==> src/core/acsr_defs.svh <==
// register offsets, field positions, reset values and timing of the converter control block
`ifndef ACSR_DEFS_SVH
`define ACSR_DEFS_SVH

// ---------------------------------------------------------------
// register byte offsets
// ---------------------------------------------------------------
`define ACSR_OFF_SC1     8'h00
`define ACSR_OFF_SC2     8'h04
`define ACSR_OFF_RH      8'h08
`define ACSR_OFF_RL      8'h0c
`define ACSR_OFF_CV      8'h10
`define ACSR_OFF_CFG     8'h14

// ---------------------------------------------------------------
// field positions
// ---------------------------------------------------------------
`define ACSR_SC1_DONE    7
`define ACSR_SC1_IEN     6
`define ACSR_SC1_CONT    5
`define ACSR_SC1_CH_HI   4
`define ACSR_SC1_CH_LO   0
`define ACSR_SC2_ACT     7
`define ACSR_SC2_TRG     6
`define ACSR_SC2_CMPEN   5
`define ACSR_SC2_CMPGE   4
`define ACSR_CFG_MODE_HI 3
`define ACSR_CFG_MODE_LO 2

// ---------------------------------------------------------------
// codes and reset values
// ---------------------------------------------------------------
`define ACSR_CH_OFF      5'h1f
`define ACSR_CH_HIGH_REFERENCE_CHANNEL    5'h1d
`define ACSR_CH_LOW_REFERENCE_CHANNEL    5'h1e
`define ACSR_CH_RSVD     5'h1c
`define ACSR_MODE_8      2'h0
`define ACSR_MODE_10     2'h2
`define ACSR_RST_CH      5'h1f
`define ACSR_RST_MODE    2'h0
`define ACSR_RST_CV      10'h000
`define ACSR_RST_RESULT  10'h000

// ---------------------------------------------------------------
// timing
// ---------------------------------------------------------------
`define ACSR_CLK_PERIOD_NS 50
`define ACSR_CONV_TIME_NS  2500
`define ACSR_CONV_CYCLES   ((`ACSR_CONV_TIME_NS + `ACSR_CLK_PERIOD_NS - 1) / `ACSR_CLK_PERIOD_NS)

`endif

==> src/core/acsr_pkg.sv <==
// types shared by the converter control block
package acsr_pkg;

  typedef enum logic [1:0] {
    ST_IDLE = 2'b01,
    ST_CONV = 2'b10
  } acsr_state_t;

  typedef logic [9:0] acsr_result_t;

  typedef struct packed {
    acsr_state_t  state;
    logic         ien;
    logic         cont;
    logic [4:0]   ch;
    logic         trg;
    logic         cmpen;
    logic         cmpge;
    logic [1:0]   mode;
    acsr_result_t cv;
    acsr_result_t result;
    logic         done;
    logic         lock;
    logic         irq;
    logic         powered;
    logic [2:0]   trig_sync;
    logic         pready;
    logic         pslverr;
    logic [31:0]  prdata;
  } acsr_regs_t;

endpackage : acsr_pkg

==> src/core/acsr_conv.sv <==
// conversion timer: runs one conversion and captures the sampled value
`timescale 1ns/1ps
`include "acsr_defs.svh"

module acsr_conv #(
  parameter int CYCLES = `ACSR_CONV_CYCLES
) (
  input  wire logic                  pclk,
  input  wire logic                  presetn,
  input  wire logic                  start,
  input  wire logic                  abort,
  input  wire acsr_pkg::acsr_result_t sample,
  output logic                       done,
  output acsr_pkg::acsr_result_t     result
);
  import acsr_pkg::*;

  localparam int CNT_W = $clog2(CYCLES + 1);

  typedef struct packed {
    logic             busy;
    logic [CNT_W-1:0] cnt;
    logic             done;
    acsr_result_t     result;
  } acsr_conv_t;

  acsr_conv_t q, d;

  // ---------------------------------------------------------------
  // next state
  // ---------------------------------------------------------------
  always_comb begin
    d      = q;
    d.done = 1'b0;
    if (abort) begin
      d.busy = 1'b0;
    end
    // a start in the abort cycle restarts from zero
    if (start) begin
      d.busy = 1'b1;
      d.cnt  = '0;
    end else if (q.busy && !abort) begin
      if (q.cnt == CNT_W'(CYCLES - 1)) begin
        d.busy   = 1'b0;
        d.done   = 1'b1;
        d.result = sample;
      end else begin
        d.cnt = q.cnt + CNT_W'(1);
      end
    end
  end

  always_ff @(posedge pclk or negedge presetn) begin
    if (!presetn) begin
      q <= '{busy: 1'b0, cnt: '0, done: 1'b0, result: `ACSR_RST_RESULT};
    end else begin
      q <= d;
    end
  end

  assign done   = q.done;
  assign result = q.result;

endmodule : acsr_conv

==> src/core/acsr_top.sv <==
// control, status and result-high logic of the converter with its APB slave
// Function
// - writing control one aborts any conversion, starts anew unless channel is all ones or the hardware trigger is selected
// - done flag sets per conversion, or only on compare match when compare is on
// - done flag clears on control one write or result low read
// - done flag rising with interrupt enable high raises the interrupt request
// - continuous bit zero gives one conversion per trigger, one repeats conversions
// - channel field selects inputs, reserved code, references, or module off
// - channel all ones switches converter off without any extra conversion
// - without continuous mode converter drops to low power after each conversion
// - active flag sets on conversion start, clears on completion or abort
// - trigger select chooses register write or hardware trigger edge as start
// - control two bit five enables the compare function
// - compare direction picks below or greater-or-equal as the match
// - result high holds upper two result bits, zero in eight-bit mode
// - results load on every completion unless compare is on and fails, or the ten-bit interlock holds
// - ten-bit mode: result high read locks results until result low read
// - eight-bit mode: result reads never lock result transfers
// - mode code 00 gives eight-bit, 10 gives ten-bit conversions
// - compare checks low eight bits always, upper two only in ten-bit mode
//
// The APB interface to the registers and the placing of the registers were chosen for this implementation.
`timescale 1ns/1ps
`include "acsr_defs.svh"

module acsr_top #(
  parameter int ADDR_W = 8,
  parameter int CONV_CYCLES = `ACSR_CONV_CYCLES
) (
  input  wire logic                   pclk,
  input  wire logic                   presetn,
  input  wire logic                   psel,
  input  wire logic                   penable,
  input  wire logic                   pwrite,
  input  wire logic [ADDR_W-1:0]      paddr,
  input  wire logic [31:0]            pwdata,
  output logic                        pready,
  output logic [31:0]                 prdata,
  output logic                        pslverr,
  input  wire logic                   hardware_trigger_input,
  input  wire acsr_pkg::acsr_result_t conv_sample_value,
  output logic [4:0]                  channel_select,
  output logic                        converter_powered,
  output logic                        conversion_irq
);
  import acsr_pkg::*;

  acsr_regs_t   q, d;
  logic         conv_done;
  acsr_result_t conv_result;
  logic         conv_start;
  logic         sc1_wr;

  // ---------------------------------------------------------------
  // decode helpers
  // ---------------------------------------------------------------
  function automatic logic is_reg(input logic [ADDR_W-1:0] a, input logic [7:0] off);
    is_reg = (a == ADDR_W'(off));
  endfunction : is_reg

  function automatic logic is_mapped(input logic [ADDR_W-1:0] a);
    is_mapped = is_reg(a, `ACSR_OFF_SC1) || is_reg(a, `ACSR_OFF_SC2) ||
                is_reg(a, `ACSR_OFF_RH)  || is_reg(a, `ACSR_OFF_RL)  ||
                is_reg(a, `ACSR_OFF_CV)  || is_reg(a, `ACSR_OFF_CFG);
  endfunction : is_mapped

  // low eight bits always, upper two only in ten-bit mode
  function automatic logic cmp_match(input acsr_result_t res, input acsr_result_t cv,
                                     input logic ten, input logic ge);
    acsr_result_t a;
    acsr_result_t b;
    a = ten ? res : {2'h0, res[7:0]};
    b = ten ? cv  : {2'h0, cv[7:0]};
    cmp_match = ge ? (a >= b) : (a < b);
  endfunction : cmp_match

  // ---------------------------------------------------------------
  // bus phases
  // ---------------------------------------------------------------
  logic         setup;
  logic         access;
  logic         rh_rd;
  logic         rl_rd;
  logic         ten_bit;
  logic         complete;
  logic         match;
  logic         hw_rise;
  logic         keep;
  acsr_result_t shaped;

  assign setup    = psel && !penable;
  assign access   = psel && penable && q.pready;
  assign sc1_wr   = access && pwrite && is_reg(paddr, `ACSR_OFF_SC1);
  assign rh_rd    = access && !pwrite && is_reg(paddr, `ACSR_OFF_RH);
  assign rl_rd    = access && !pwrite && is_reg(paddr, `ACSR_OFF_RL);
  assign ten_bit  = (q.mode == `ACSR_MODE_10);
  // an abort in the same cycle discards the finishing conversion
  assign complete = conv_done && !sc1_wr && (q.state == ST_CONV);
  // eight-bit results keep the top eight of the ten sampled bits, right justified
  assign shaped   = ten_bit ? conv_result : {2'h0, conv_result[9:2]};
  assign match    = cmp_match(shaped, q.cv, ten_bit, q.cmpge);
  assign keep     = !q.cmpen || match;
  assign hw_rise  = q.trig_sync[1] && !q.trig_sync[2];

  // ---------------------------------------------------------------
  // start conditions
  // ---------------------------------------------------------------
  always_comb begin
    conv_start = 1'b0;
    if (sc1_wr) begin
      conv_start = (pwdata[`ACSR_SC1_CH_HI:`ACSR_SC1_CH_LO] != `ACSR_CH_OFF) && !q.trg;
    end else if (complete) begin
      conv_start = q.cont && (q.ch != `ACSR_CH_OFF);
    end else if (q.state == ST_IDLE) begin
      // an armed hardware trigger starts one sequence per rising edge
      conv_start = q.trg && hw_rise && (q.ch != `ACSR_CH_OFF);
    end
  end

  // ---------------------------------------------------------------
  // next state
  // ---------------------------------------------------------------
  always_comb begin
    d           = q;
    d.trig_sync = {q.trig_sync[1:0], hardware_trigger_input};

    // no wait state; read data comes from a flop loaded in the setup cycle
    d.pready  = setup;
    d.pslverr = setup && !is_mapped(paddr);
    d.prdata  = 32'h0;
    if (setup && !pwrite) begin
      if (is_reg(paddr, `ACSR_OFF_SC1)) begin
        d.prdata[7:0] = {q.done, q.ien, q.cont, q.ch};
      end
      if (is_reg(paddr, `ACSR_OFF_SC2)) begin
        d.prdata[7:0] = {q.state == ST_CONV, q.trg, q.cmpen, q.cmpge, 4'h0};
      end
      if (is_reg(paddr, `ACSR_OFF_RH)) begin
        d.prdata[7:0] = {6'h0, q.result[9:8]};
      end
      if (is_reg(paddr, `ACSR_OFF_RL)) begin
        d.prdata[7:0] = q.result[7:0];
      end
      if (is_reg(paddr, `ACSR_OFF_CV)) begin
        d.prdata[9:0] = q.cv;
      end
      if (is_reg(paddr, `ACSR_OFF_CFG)) begin
        d.prdata[7:0] = {4'h0, q.mode, 2'h0};
      end
    end

    // register writes
    if (sc1_wr) begin
      d.ien  = pwdata[`ACSR_SC1_IEN];
      d.cont = pwdata[`ACSR_SC1_CONT];
      d.ch   = pwdata[`ACSR_SC1_CH_HI:`ACSR_SC1_CH_LO];
    end
    if (access && pwrite && is_reg(paddr, `ACSR_OFF_SC2)) begin
      d.trg   = pwdata[`ACSR_SC2_TRG];
      d.cmpen = pwdata[`ACSR_SC2_CMPEN];
      d.cmpge = pwdata[`ACSR_SC2_CMPGE];
    end
    if (access && pwrite && is_reg(paddr, `ACSR_OFF_CV)) begin
      d.cv = pwdata[9:0];
    end
    if (access && pwrite && is_reg(paddr, `ACSR_OFF_CFG)) begin
      d.mode = pwdata[`ACSR_CFG_MODE_HI:`ACSR_CFG_MODE_LO];
    end

    // conversion sequencing
    unique case (q.state)
      ST_IDLE: begin
        if (conv_start) begin
          d.state = ST_CONV;
        end
      end
      ST_CONV: begin
        if (conv_start) begin
          d.state = ST_CONV;
        end else if (sc1_wr || complete) begin
          d.state = ST_IDLE;
        end
      end
    endcase
    d.powered = (d.state == ST_CONV);

    // interlock: only a ten-bit result high read arms it
    if (rl_rd) begin
      d.lock = 1'b0;
    end else if (rh_rd && ten_bit) begin
      d.lock = 1'b1;
    end

    // result transfer
    if (complete && keep && !(q.lock && ten_bit)) begin
      d.result = shaped;
    end

    // set wins over clear
    if (sc1_wr || rl_rd) begin
      d.done = 1'b0;
    end
    if (complete && keep) begin
      d.done = 1'b1;
    end
    d.irq = d.done && d.ien;
  end

  always_ff @(posedge pclk or negedge presetn) begin
    if (!presetn) begin
      q <= '{state: ST_IDLE, ien: 1'b0, cont: 1'b0, ch: `ACSR_RST_CH, trg: 1'b0,
             cmpen: 1'b0, cmpge: 1'b0, mode: `ACSR_RST_MODE, cv: `ACSR_RST_CV,
             result: `ACSR_RST_RESULT, done: 1'b0, lock: 1'b0, irq: 1'b0,
             powered: 1'b0, trig_sync: 3'h0, pready: 1'b0, pslverr: 1'b0,
             prdata: 32'h0};
    end else begin
      q <= d;
    end
  end

  // ---------------------------------------------------------------
  // conversion engine
  // ---------------------------------------------------------------
  acsr_conv #(
    .CYCLES (CONV_CYCLES)
  ) u_conv (
    .pclk    (pclk),
    .presetn (presetn),
    .start   (conv_start),
    .abort   (sc1_wr),
    .sample  (conv_sample_value),
    .done    (conv_done),
    .result  (conv_result)
  );

  assign pready            = q.pready;
  assign prdata            = q.prdata;
  assign pslverr           = q.pslverr;
  assign channel_select    = q.ch;
  assign converter_powered = q.powered;
  assign conversion_irq    = q.irq;
endmodule : acsr_top

==> config.mk <==
export PLATFORM = sky130hd
export DESIGN_NAME = acsr_top
export DESIGN_NICKNAME = d
export VERILOG_FILES = /design/src/core/acsr_pkg.sv /design/src/core/acsr_conv.sv /design/src/core/acsr_top.sv
export VERILOG_INCLUDE_DIRS = /design/src /design/src/core
export SDC_FILE = /design/constraint.sdc
export NUM_CORES = 1
export LEC_CHECK = 0
export BUFFER_PORTS_ARGS = -buffer_cell sky130_fd_sc_hd__buf_2
export CORE_MARGIN = 3
export CORE_UTILIZATION = 51
export DETAILED_ROUTE_END_ITERATION = 12
export PLACE_DENSITY = 0.78
export SYNTH_ARGS = -nofsm -noshare
export SYNTH_HDL_FRONTEND = slang
export SYNTH_SLANG_ARGS = --single-unit
==> constraint.sdc <==
create_clock -name pclk -period 4.1 [get_ports pclk]
set_input_delay 0.82 -clock pclk [delete_from_list [all_inputs] [get_ports pclk]]
set_output_delay 0.82 -clock pclk [all_outputs]
set_load 0.1 [all_outputs]
**Yosys cells after proc, flatten, opt, wreduce, memory -nomap -nowiden**

Cells that the tools add are included.

- Register bits after elaboration: 71
- Bits in latches: 0
- Bits in writable memories: 0
- Bits in read-only memories: 0
- Output and inout port bits: 41
- Word-level logic and storage cells: 116
- Memories: 0

- Add/subtract/negate cells: 1
- Multipliers: 0
- Divide/modulo/power cells: 0
- Order comparisons: 2
- Equal/unequal tests: 13
- Shift-type cells: 0
- Multiplexer cells: 30
- Bitwise logic cells: 1
- Reduce and logical (&&, ||, !) cells: 47

Operators by type and width:

| cell | number |
|---|---|
| 10-bit two-way mux | 5 |
| 8-bit two-way mux | 5 |
| 1-bit logical AND | 26 |
| 11-bit two-way mux | 2 |
| 18-bit two-way mux | 1 |
| 8-bit by 4-bit equality test with 1-bit output (second input constant) | 2 |
| 8-bit by 5-bit equality test with 1-bit output (second input constant) | 2 |
| 7-bit two-way mux | 2 |
| 10-bit greater-or-equal comparator | 1 |
| 10-bit less-than comparator | 1 |
| 1-bit two-way mux | 10 |
| 5-bit inequality test (second input constant) | 2 |
| 8-bit by 3-bit equality test with 1-bit output (second input constant) | 1 |
| 1-bit zero test | 8 |
| 8-bit zero test | 1 |
| 1-bit logical OR | 8 |
| 6-bit by 1-bit adder with 6-bit output (second input constant) | 1 |
| 2-bit equality test (second input constant) | 3 |
| 6-bit equality test (second input constant) | 1 |
| 2-bit two-way mux | 3 |
| 6-bit two-way mux | 1 |
| 2-bit one-hot mux with 2 select lines | 1 |
| 2-bit nonzero test | 2 |
| 3-bit AND reduction | 1 |
| 4 further kinds | 4 |

**Longest topological paths before layout**

Gate-level depths: netlist (run 1).

- Depth in word-level cells: 12
- Mapped depth: 10

**By module**

Synthesis (run 1) repeated with hierarchy kept, for this count alone.

- Cells, all modules: 369
- Area, all modules: 3866.2 um2

Modules (own cells, without submodules):

| module | instances | cells an instance | area an instance (um2) |
|---|---|---|---|
| acsr_top | 1 | 291 | 2971.6 |
| acsr_conv | 1 | 78 | 894.6 |

**Worst setup path after synthesis (run 1)**

No wires, ideal clock.

- Path type: register -> register
- From: register q[61] (netlist bit)
- To: register q[42] (netlist bit)
- Library setup time: 0.125 ns
- Arrival: 3.136 ns
- Data required time: 3.975 ns
- Slack: 0.839 ns
- Stages on the path, launching flop included: 11
- Path buffers: 1
- Path through: dfrtp_1 > nor2b_1 > clkbuf_1 > mux2_2 > ha_1 > a21oi_1 > o21ai_0 > a2111oi_0 > mux2i_1 > nand2_2 > mux2_2

- Cells in the longest elaborated chain, start to end: 8
- Elaborated cells on any way between the ends: 12

Ends and longest elaborated chain:

| element | line | text |
|---|---|---|
| start: declaration | acsr_top.sv:48 | `acsr_regs_t q, d;` |
| start signal: assignment | acsr_top.sv:211 | `` q <= '{state: ST_IDLE, ien: 1'b0, cont: 1'b0, ch: `ACSR_RST_CH, trg: 1'b0, `` |
| 2-bit equality test (no line) * | -- |  |
| 10-bit two-way mux * | acsr_top.sv:100 | `assign shaped = ten_bit ? conv_result : {2'h0, conv_result[9:2]};` |
| net shaped[3] | acsr_top.sv:89 | `acsr_result_t shaped;` |
| 10-bit two-way mux * | acsr_top.sv:72 | `a = ten ? res : {2'h0, res[7:0]};` |
| 10-bit less-than comparator / 10-bit greater-or-equal comparator (equally long branches) | acsr_top.sv:74 | `cmp_match = ge ? (a >= b) : (a < b);` |
| 1-bit two-way mux * | acsr_top.sv:74 |  |
| 1-bit logical OR * | acsr_top.sv:102 | `assign keep = !q.cmpen \|\| match;` |
| 1-bit logical AND * (2 in series) | acsr_top.sv:195 | `if (complete && keep && !(q.lock && ten_bit)) begin` |

Mark *: on every way through the listed nets, which the timed path passes. The rest lies on a longest branch.
A chain may end at the register's enable or synchronous reset.

**Final worst setup path (run 1)**

- From: register q[61] (netlist bit)
- To: register q[43] (netlist bit)

The elaborated chain is that of the path after synthesis.

==> summary.md, run 1 <==
| Metric | Value |
|---|---|
| Outcome | `completed` |
| Reg clk slew, reported paths | `0.07 ns` |
| CTS HTree Levels | `3` |
| Power Density | `485 nW/um2` |
| Count of endpoints failing setup in the final report | `0` |
| GRT Total Usage | `19.0%` |
| Clk pwr share | `27.7%` |
| Die Wd | `91.2 um` |
| Clock tree from TritonCTS | `done` |
| Number of buffers created by CTS | `9` |
| DR WL/cell | `14.9 um` |
| Largest net degree at the start of global routing | `46` |
| Clock Latency Late Sink | `0.35 ns` |
| Sequential area share after synthesis | `48.2%` |
| Layout cells sized above 1 | `31.2%` |
| Initial antenna violation count | `0` |
| # diodes | `0` |
| Routability cong. | `0.913` |
| Max_slew headroom | `53.9%` |
| First-pass GRT wire length | `12500 um` |
| Synth area leader | `dfrtp_1` |
| DRC | `0` |
| Post-synth ARST share | `100%` |
| Crit end category | `flop` |
| Via/cell ratio | `5.26` |
| Cells after synthesis | `352` |
| Area contributors post-synth | `dfrtp_1 44%, mux2_2 12%, buf_4 7.5%` |
| Post-synth EDFFs | `0` |
| Setup Buffers After CTS | `0` |
| Synth Cell Area | `3700 um2` |
| ANT nets after route | `0` |
| Fill cells | `612` |
| Leakage power | `2.03 nW` |
| RSZ-0062 raised after global routing | `false` |
| PostCTS Resize Cnt | `0` |
| P_int | `1.30 mW` |
| Initial core utilization | `53.6%` |
| Kind of critical path | `reg -> reg` |
| Iter 0 DRT Violations | `169` |
| Sink Count | `71` |
| Final min period | `3.46 ns` |
| Setup_tns | `0 ns` |
| Crit start category | `flop` |
| Critical path fanouts, max | `14` |
| Combinational share of power | `27.0%` |
| WP data arrival | `3.68 ns` |
| Die area | `8320 um2` |
| P&R area growth vs syn | `10.2%` |
| Site row count | `30` |
| Synth warnings | `0` |
| WL final | `7410 um` |
| Mux contribution to synthesized area | `13.6%` |
| Core Area | `6910 um2` |
| Clk_skew | `0.00949 ns` |
| Number of global-route vias before repair | `2589` |
| Switch share | `34.1%` |
| Worst Hold Class | `reg -> reg` |
| F_max | `289 MHz` |
| 1st-pass router iterations | `4` |
| Post-synthesis adder-cell area fraction | `4.06%` |
| Total gr overflow | `0` |
| Sequential share of power | `45.2%` |
| Maximum VDD drop | `0.207 mV` |
| Via count | `2615` |
| Fin util | `59.1%` |
| Synthesized flop and latch total | `71` |
| Ys flop type | `dfrtp_1` |
| I/O Pins | `97` |
| Share of the synthesized area in the top cell type | `43.9%` |
| Die H | `91.2 um` |
| Root Buffer | `clkbuf_8` |
| Clock Path Buffers | `2` |
| Power after layout | `1.98 mW` |
| CTS Hold Buffers Added | `0` |
| Final period util | `84.3%` |
| Distinct cells, synth | `45` |
| Final Net Count | `464` |
| Commonest non-fill, non-tap cell in the layout | `dfrtp_1` |
| Commonest cells after routing, fill and taps aside | `65 x dfrtp_1, 52 x buf_2, 41 x mux2_2` |
| MaxCap Viol Count | `0` |
| Avg Cell Area, Syn | `10.5 um2` |
| Least-Margin Pin Slew | `0.675 ns` |
| P_sw | `0.676 mW` |
| Synth Area in XOR/XNOR | `0.946%` |
| Worst endpoint required time | `4.33 ns` |
| Detailed Place HPWL | `5680 um` |
| Port Buffers | `52` |
| Combinational family with the most area after synthesis | `simple AND/OR/NAND/NOR gates` |
| Simple-gate share of the synthesized area | `15.0%` |
| Slew Viols, Final | `0` |
| Final hold viol count | `0` |
| Synth Area in Compound Gates | `8.35%` |
[routing by layer]
layer / up-vias / part of all wire [%] / global-route usage (%)
met2: 92 / 46 / 29.6
met1: 1242 / 43 / 23.9
met4: 0 / 3.7 / 10.3
met3: 25 / 6.8 / 5.55
li1: 1256 / - / -
met5: - / 0 / 0
[power by group through the flow]
stage	logic [mW]	registers [mW]	clock network (mW)
after floorplan	0.399	0.928	0
after global placement	0.517	0.901	0
after detailed placement	0.535	0.909	0
after CTS	0.540	0.895	0.560
after global routing	0.586	0.911	0.594
final	0.535	0.895	0.549
[kinds of logic (layout without fill, tap and decap cells)]
| kind of cell | Yosys count | count (layout) |
|---|---|---|
| AND/OR/NAND/NOR | 110 | 110 |
| flip-flops | 71 | 71 |
| buffers and inverters | 59 | 87 |
| AO/OA/AOI/OAI | 50 | 50 |
| multiplexers | 45 | 45 |
| adder cells (fa/ha/maj) | 12 | 12 |
| XOR/XNOR | 4 | 4 |
| other | 1 | 22 |
[per-stage QoR]
stage	instances	hold slack, ns	setup WS [ns]	area [um2]
2_1_floorplan	373	0.331	0.839	3780
3_3_place_gp	481	0.334	0.695	3880
3_5_place_dp	481	0.336	0.722	3880
4_1_cts	497	0.352	0.618	4080
5_1_grt	497	0.355	0.427	4080
6_report	497	0.350	0.644	4080
[synthesized netlist by cell type (2+ instances only)]
cell and count:
nor2_1 24, clkbuf_1 5, nand3_1 10, dfstp_2 6
a211oi_1 6, and3_1 6, buf_4 37, and2_1 3
xnor2_1 2, nand4_1 7, dfrtp_1 65, nand2_1 39
o21ai_0 16, inv_1 15, mux2i_1 4, a22oi_1 7
and4_1 2, a21oi_1 11, a21o_1 2, xor2_1 2
a31oi_1 2, mux2_2 41, nor2b_1 5, nand2b_1 3
ha_1 12
[worst max-delay path, stage by stage (launching register included)]
cell and delay, ns:
dfrtp_1 0.40, nor2b_1 0.11, buf_4 0.22, mux2_2 0.39
ha_1 0.32, a21oi_1 0.14, o21ai_0 0.08, a2111oi_0 0.65
mux2i_1 0.45, nand2_2 0.25, mux2_2 0.33
[flip-flops by register name, summed over array words and instances (netlist names)]
| name | flops |
|---|---|
| u_conv.done | 1 |
| prdata | 10 |
| u_conv.q | 7 |
| pslverr | 1 |
| converter_powered | 1 |
| u_conv.result | 10 |
| channel_select | 5 |
| q | 32 |
| d | 2 |
| pready | 1 |
| conversion_irq | 1 |
[final cells by class]
class	instances	area (um2)	share of cell area [%]
Clock buffer	10	138	3.37
Clock inverter	6	60.1	1.47
Inverter	16	60.1	1.47
Multi-Input combinational cell	243	1640	40.1
Sequential cell	71	1780	43.7
Tap cell	96	120	2.94
Timing Repair Buffer	55	283	6.93
[path summary, 6_finish.rpt]
check	slack [ns]	endpoint	start	cells past startpoint
max in group asynchronous	2.67	channel_select[0]$_DFFE_PN1P_	presetn	2
min in group asynchronous	0.46	prdata[8]$_DFF_PN0_	presetn	1
setup / recovery	0.64	q[43]$_DFFE_PN0P_	q[61]$_DFFE_PN0P_	10
hold reg to reg	0.35	d[36]$_DFF_PN0_	d[35]$_DFF_PN0_	0
setup reg to reg	0.64	q[43]$_DFFE_PN0P_	q[61]$_DFFE_PN0P_	10
hold / removal	0.35	d[36]$_DFF_PN0_	d[35]$_DFF_PN0_	0
No activity file was read; power rests on OpenSTA's default activity.
==> inputs of run 2 (changes only) <==
==> constraint.sdc (replaced) <==
create_clock -name pclk -period 3.2 [get_ports pclk]
set_input_delay 0.64 -clock pclk [delete_from_list [all_inputs] [get_ports pclk]]
set_output_delay 0.64 -clock pclk [all_outputs]
set_load 0.1 [all_outputs]
==> run 2 against run 1 <==
  * Design area increased by 5.6%
  * Global-route usage up 1.6 points
  * Largest power group unchanged
  * Via count up 7.0%
  * First-iteration DRC count up 38%
  * Final cell count rose by 1.8%
  * Hold slack lost 0.093 ns
  * Maximum frequency rose by 8.8%
  * Clock skew up 0.0020 ns
  * Clock-buffer cell count is the same
  * Clock power increased by 64%
  * Critical path depth up 2
==> summary.md, run 2 (synthesis results as in run 1) <==
| Metric | Value |
|---|---|
| CTS Hold Buffers Added | `0 (unchanged)` |
| Slew Viols, Final | `0 (unchanged)` |
| Initial core utilization | `53.6% (unchanged)` |
| F_max | `315 MHz (+8.8%)` |
| Core Area | `6910 um2 (unchanged)` |
| Clk_skew | `0.0115 ns (+0.00203 ns)` |
| Reg clk slew, reported paths | `0.08 ns (about the same)` |
| Largest register FFs | `32 (unchanged)` |
| Power Density | `672 nW/um2 (+38%)` |
| Largest reg by FF count | `q` |
| Layout cells sized above 1 | `35.1% (+3.9 points)` |
| Placed instance area | `3920 um2 (+0.97%)` |
| Root Buffer | `clkbuf_8` |
| Number of buffers created by CTS | `9 (unchanged)` |
| Site row count | `30 (unchanged)` |
| WL final | `8640 um (+17%)` |
| Fin util | `62.4% (+3.3 points)` |
| Sink Count | `71 (unchanged)` |
| Final min period | `3.18 ns (-0.280 ns)` |
| CTS HTree Levels | `3 (unchanged)` |
| Die area | `8320 um2 (unchanged)` |
| Clock Latency Late Sink | `0.36 ns (about the same)` |
| Number of global-route vias before repair | `2727 (+5.3%)` |
| Final Net Count | `473 (+1.9%)` |
| 1st-pass router iterations | `5 (+1)` |
| Crit start category | `flop` |
| I/O Pins | `97 (unchanged)` |
| Clock tree from TritonCTS | `done` |
| Port Buffers | `52 (unchanged)` |
| Design Area, Final | `4310 um2 (+5.6%)` |
| First-pass GRT wire length | `13400 um (+7.1%)` |
| Via count | `2797 (+7.0%)` |
| Final worst slack | `0.0236 ns (-0.620 ns)` |
| DRC | `0 (unchanged)` |
| Routability cong. | `0.905 (-0.85%)` |
| Total gr overflow | `0 (unchanged)` |
| Max_slew headroom | `54.7% (+0.85 points)` |
| Detailed Place HPWL | `5990 um (+5.3%)` |
| DR WL/cell | `17.1 um (+15%)` |
| # diodes | `0 (unchanged)` |
| Fill cells | `568 (-7.2%)` |
| WP data arrival | `3.41 ns (-0.27 ns)` |
| Clock Path Buffers | `2 (unchanged)` |
| GRT Total Usage | `20.6% (+1.6 points)` |
| Final period util | `99.3% (+15 points)` |
| Initial antenna violation count | `0 (unchanged)` |
| Iter 0 DRT Violations | `233 (+38%)` |
| Commonest non-fill, non-tap cell in the layout | `dfrtp_1` |
| Worst endpoint required time | `3.43 ns (-0.90 ns)` |
| Outcome | `completed` |
| ANT nets after route | `0 (unchanged)` |
| Die H | `91.2 um (unchanged)` |
| Leakage power | `2.13 nW (+4.8%)` |
| MaxCap Viol Count | `0 (unchanged)` |
| Commonest cells after routing, fill and taps aside | `65 x dfrtp_1, 52 x buf_2, 39 x nand2_1` |
| Critical path fanouts, max | `6 (-8)` |
| Count of endpoints failing setup in the final report | `0 (unchanged)` |
| Dpl ws | `-0.0425 ns (-0.765 ns)` |
| Maximum VDD drop | `0.373 mV (+80%)` |
| Worst Hold Class | `in -> async` |
| Largest net degree at the start of global routing | `27 (-41%)` |
| Kind of critical path | `reg -> reg` |
| Crit end category | `flop` |
| Via/cell ratio | `5.53 (+5.1%)` |
| Die Wd | `91.2 um (unchanged)` |
| P&R area growth vs syn | `16.4%` |
| Least-Margin Pin Slew | `0.675 ns (+0.000239 ns)` |
| Final hold viol count | `0 (unchanged)` |
run 2: cell types whose count changed in the layout (fill, tap and decap cells not counted), moves of 3 or more:
| cell | change |
|---|---|
| mux2_4 | +4 |
| clkinv_2 | -3 |
| buf_4 | +6 |
| mux2_2 | -4 |
run 2: worst paths after layout:
kind	from	to	slack [ns]	cells past startpoint
worst max-delay path	q[61]$_DFFE_PN0P_	q[42]$_DFFE_PN0P_	0.02	12
worst min-delay path	presetn	prdata[7]$_DFF_PN0_	0.26	1
worst max register to register	q[61]$_DFFE_PN0P_	q[42]$_DFFE_PN0P_	0.02	12
worst min register to register	d[35]$_DFF_PN0_	d[36]$_DFF_PN0_	0.36	0
max in group asynchronous	presetn	q[73]$_DFF_PN1_	2.14	2
min in group pclk	d[35]$_DFF_PN0_	d[36]$_DFF_PN0_	0.36	0
run 2: metal layers:
metal	part of all wire, %	routed length, um	up-vias	track usage (%)
met1	40	3470	1322	25.7
li1	-	-	1277	-
met3	8.1	701	42	6.30
met4	5.0	434	0	11.9
met5	0	0	-	0
met2	47	4030	156	31.5
run 2: timing repair:
action | CTS | global route
resized for setup | 3 | 23
pin swaps | 1 | 7
buffers inserted | 0 | 3
gates cloned | 1 | 0
setup endpoints to repair | 9 | 11
run 2: per-stage QoR:
stage                     hold WS (ns)  total power [mW]  setup TNS, ns  std cells
after floorplan                  0.331              1.70              0        373
after global placement           0.332              1.84              0        486
after detailed placement         0.340              1.88         -0.274        486
after CTS                        0.262              2.80              0        503
after global routing             0.291              3.02         -0.101        506
final                            0.257              2.89              0        506
run 2: cell type report:
| type | instances | area (um2) | share of cell area [%] |
|---|---|---|---|
| Clock inverter | 6 | 116 | 2.70 |
| Tap cell | 96 | 120 | 2.79 |
| Clock buffer | 10 | 138 | 3.19 |
| Sequential cell | 71 | 1780 | 41.4 |
| Timing Repair Buffer | 63 | 350 | 8.13 |
| Multi-Input combinational cell | 244 | 1740 | 40.4 |
| Inverter | 16 | 60.1 | 1.39 |
run 2: worst max-delay path: stages, from the launching register on:
cell	delay, ns
dfrtp_1	0.41
nor2b_2	0.16
buf_6	0.16
buf_6	0.13
mux2_4	0.31
ha_1	0.31
nand2b_1	0.13
a211oi_2	0.12
a2111oi_4	0.33
buf_4	0.19
mux2i_4	0.34
nand2_4	0.15
mux2_4	0.33
run 2: where the power goes:
part	switching, mW	internal, mW
clock	0.354	0.544
combinational	0.518	0.325
sequential	0.109	1.04
total	0.982	1.91
==> inputs of run 3 (changes only) <==
--- a/config.mk
+++ b/config.mk
@@ -11,6 +11,7 @@
 export CORE_UTILIZATION = 51
 export DETAILED_ROUTE_END_ITERATION = 12
 export PLACE_DENSITY = 0.78
+export RECOVER_POWER = 25
 export SYNTH_ARGS = -nofsm -noshare
 export SYNTH_HDL_FRONTEND = slang
 export SYNTH_SLANG_ARGS = --single-unit
==> run 3 against run 2 <==
  * Critical path depth stayed put
  * Via count is 0.75% lower
  * Hold slack better by 0.099 ns
  * Sequential cell count stayed put
  * Die area stayed put
  * Critical path type unchanged
  * Critical endpoint unchanged
  * Largest cell class unchanged
==> summary.md, run 3 (synthesis results as in run 1) <==
| Metric | Value |
|---|---|
| Outcome | `completed` |
| First-pass GRT wire length | `13400 um (unchanged)` |
| Root Buffer | `clkbuf_8` |
| Fin util | `62.3% (-0.091 points)` |
| Commonest non-fill, non-tap cell in the layout | `dfrtp_1` |
| DRC | `0 (unchanged)` |
| # diodes | `0 (unchanged)` |
| Port Buffers | `52 (unchanged)` |
| MaxCap Viol Count | `0 (unchanged)` |
| Final hold viol count | `0 (unchanged)` |
| Setup_tns | `0 ns (unchanged)` |
| Initial core utilization | `53.6% (unchanged)` |
| Core Area | `6910 um2 (unchanged)` |
| Total area of sequential cells | `1780 um2 (unchanged)` |
| Largest net degree at the start of global routing | `27 (unchanged)` |
| Via count | `2776 (-0.75%)` |
| Layout cells sized above 1 | `34.4% (-0.73 points)` |
| Clock Latency Late Sink | `0.36 ns (about the same)` |
| 1st-pass router iterations | `5 (unchanged)` |
| Crit end category | `flop` |
| Via/cell ratio | `5.49 (-0.75%)` |
| GRT Total Usage | `20.6% (unchanged)` |
| Maximum VDD drop | `0.373 mV (-0.11%)` |
| Final min period | `3.18 ns (+0.00578 ns)` |
| I/O Pins | `97 (unchanged)` |
| ANT nets after route | `0 (unchanged)` |
| Number of global-route vias before repair | `2727 (unchanged)` |
| Kind of critical path | `reg -> reg` |
| Design Area, Final | `4300 um2 (-0.15%)` |
| Commonest cells after routing, fill and taps aside | `65 x dfrtp_1, 50 x buf_2, 39 x nand2_1` |
| Clock tree from TritonCTS | `done` |
| Reg clk slew, reported paths | `0.08 ns (about the same)` |
| Final Net Count | `473 (unchanged)` |
| Slew Viols, Final | `0 (unchanged)` |
| Count of endpoints failing setup in the final report | `0 (unchanged)` |
| Worst endpoint required time | `3.43 ns (about the same)` |
| Total gr overflow | `0 (unchanged)` |
| Final period util | `99.4% (+0.18 points)` |
| Critical path fanouts, max | `6 (unchanged)` |
| Crit path launch | `q[61]$_DFFE_PN0P_` |
| Worst Hold Class | `reg -> reg` |
| Placed instance area | `3920 um2 (unchanged)` |
| Site row count | `30 (unchanged)` |
| Hold_sp | `d[35]$_DFF_PN0_` |
| Least-Margin Pin Slew | `1.30 ns (+0.625 ns)` |
| WL final | `8610 um (-0.38%)` |
| Final worst slack | `0.0179 ns (-0.00578 ns)` |
| DR WL/cell | `17.0 um (-0.38%)` |
| Die H | `91.2 um (unchanged)` |
| Clk_skew | `0.0120 ns (+0.000453 ns)` |
| CTS HTree Levels | `3 (unchanged)` |
| Die area | `8320 um2 (unchanged)` |
| Sink Count | `71 (unchanged)` |
| Largest reg by FF count | `q` |
| Iter 0 DRT Violations | `257 (+10%)` |
| Crit start category | `flop` |
| Dpl ws | `-0.0425 ns (unchanged)` |
| Number of buffers created by CTS | `9 (unchanged)` |
| P&R area growth vs syn | `16.2%` |
| Die Wd | `91.2 um (unchanged)` |
| Critical R2R Launch | `q[61]$_DFFE_PN0P_` |
| Max_slew headroom | `13.4% (-41 points)` |
| Detailed Place HPWL | `5990 um (unchanged)` |
| Clock Path Buffers | `2 (unchanged)` |
| Fill cells | `570 (+0.35%)` |
| Combined area of the multi-input logic cells | `1740 um2 (unchanged)` |
| Leakage power | `2.12 nW (-0.43%)` |
| Routability cong. | `0.905 (unchanged)` |
| Power Density | `672 nW/um2 (+0.10%)` |
| F_max | `314 MHz (-0.18%)` |
| WP data arrival | `3.41 ns (about the same)` |
| Largest register FFs | `32 (unchanged)` |
| Initial antenna violation count | `0 (unchanged)` |
| CTS Hold Buffers Added | `0 (unchanged)` |
[run 3: changes by cell type in the layout (fill, tap and decap cells not counted), sizes merged]
| cell | delta |
|---|---|
| buf | -3 |
| clkbuf | +3 |
[run 3: worst paths after layout]
check | endpoint | slack [ns] | cells past startpoint
setup / recovery | q[42]$_DFFE_PN0P_ | 0.02 | 12
hold / removal | d[36]$_DFF_PN0_ | 0.36 | 0
setup reg to reg | q[42]$_DFFE_PN0P_ | 0.02 | 12
hold reg to reg | d[36]$_DFF_PN0_ | 0.36 | 0
max in group asynchronous | q[42]$_DFFE_PN0P_ | 0.99 | 2
min in group asynchronous | prdata[7]$_DFF_PN0_ | 0.55 | 1
[run 3: power by group]
group          internal (mW)  switching (mW)  total [mW]
registers               1.04           0.109        1.15
clock network          0.544           0.354       0.899
logic                  0.324           0.519       0.843
total                   1.91           0.982        2.89
[run 3: worst max-delay path: stages (launching register included)]
cell       delay (ns)
dfrtp_1          0.41
nor2b_2          0.16
buf_6            0.16
buf_6            0.13
mux2_4           0.31
ha_1             0.30
nand2b_1         0.13
a211oi_2         0.12
a2111oi_4        0.33
buf_4            0.19
mux2i_4          0.34
nand2_4          0.14
mux2_4           0.33
[run 3: area by class of cell]
type | count | share of cell area, %
repair buffers | 63 | 8.00
clock inverters | 6 | 2.71
well taps | 96 | 2.79
inverters | 16 | 1.40
multi-input cells | 244 | 40.4
flip-flops and latches | 71 | 41.5
clock buffers | 10 | 3.20
[run 3: metal layers]
metal / wire, um / global-route usage, % / vias to the layer above / share of wire (%)
met4: 378 / 11.9 / 0 / 4.4
met2: 4040 / 31.5 / 158 / 47
met5: 0 / 0 / - / 0
met1: 3460 / 25.7 / 1303 / 40
met3: 733 / 6.30 / 40 / 8.5
li1: - / - / 1275 / -
[run 3: metrics by stage]
stage	hold slack [ns]	power [mW]	cells
after floorplan	0.331	1.70	373
after global placement	0.332	1.84	486
after detailed placement	0.340	1.88	486
after CTS	0.262	2.80	503
after global routing	0.360	3.02	506
final	0.356	2.89	506
[run 3: what timing repair did]
action	CTS	global route
setup endpoints to repair	9	11
setup buffers	0	3
cloned	1	0
gates resized for setup	3	23
pin swaps	1	7
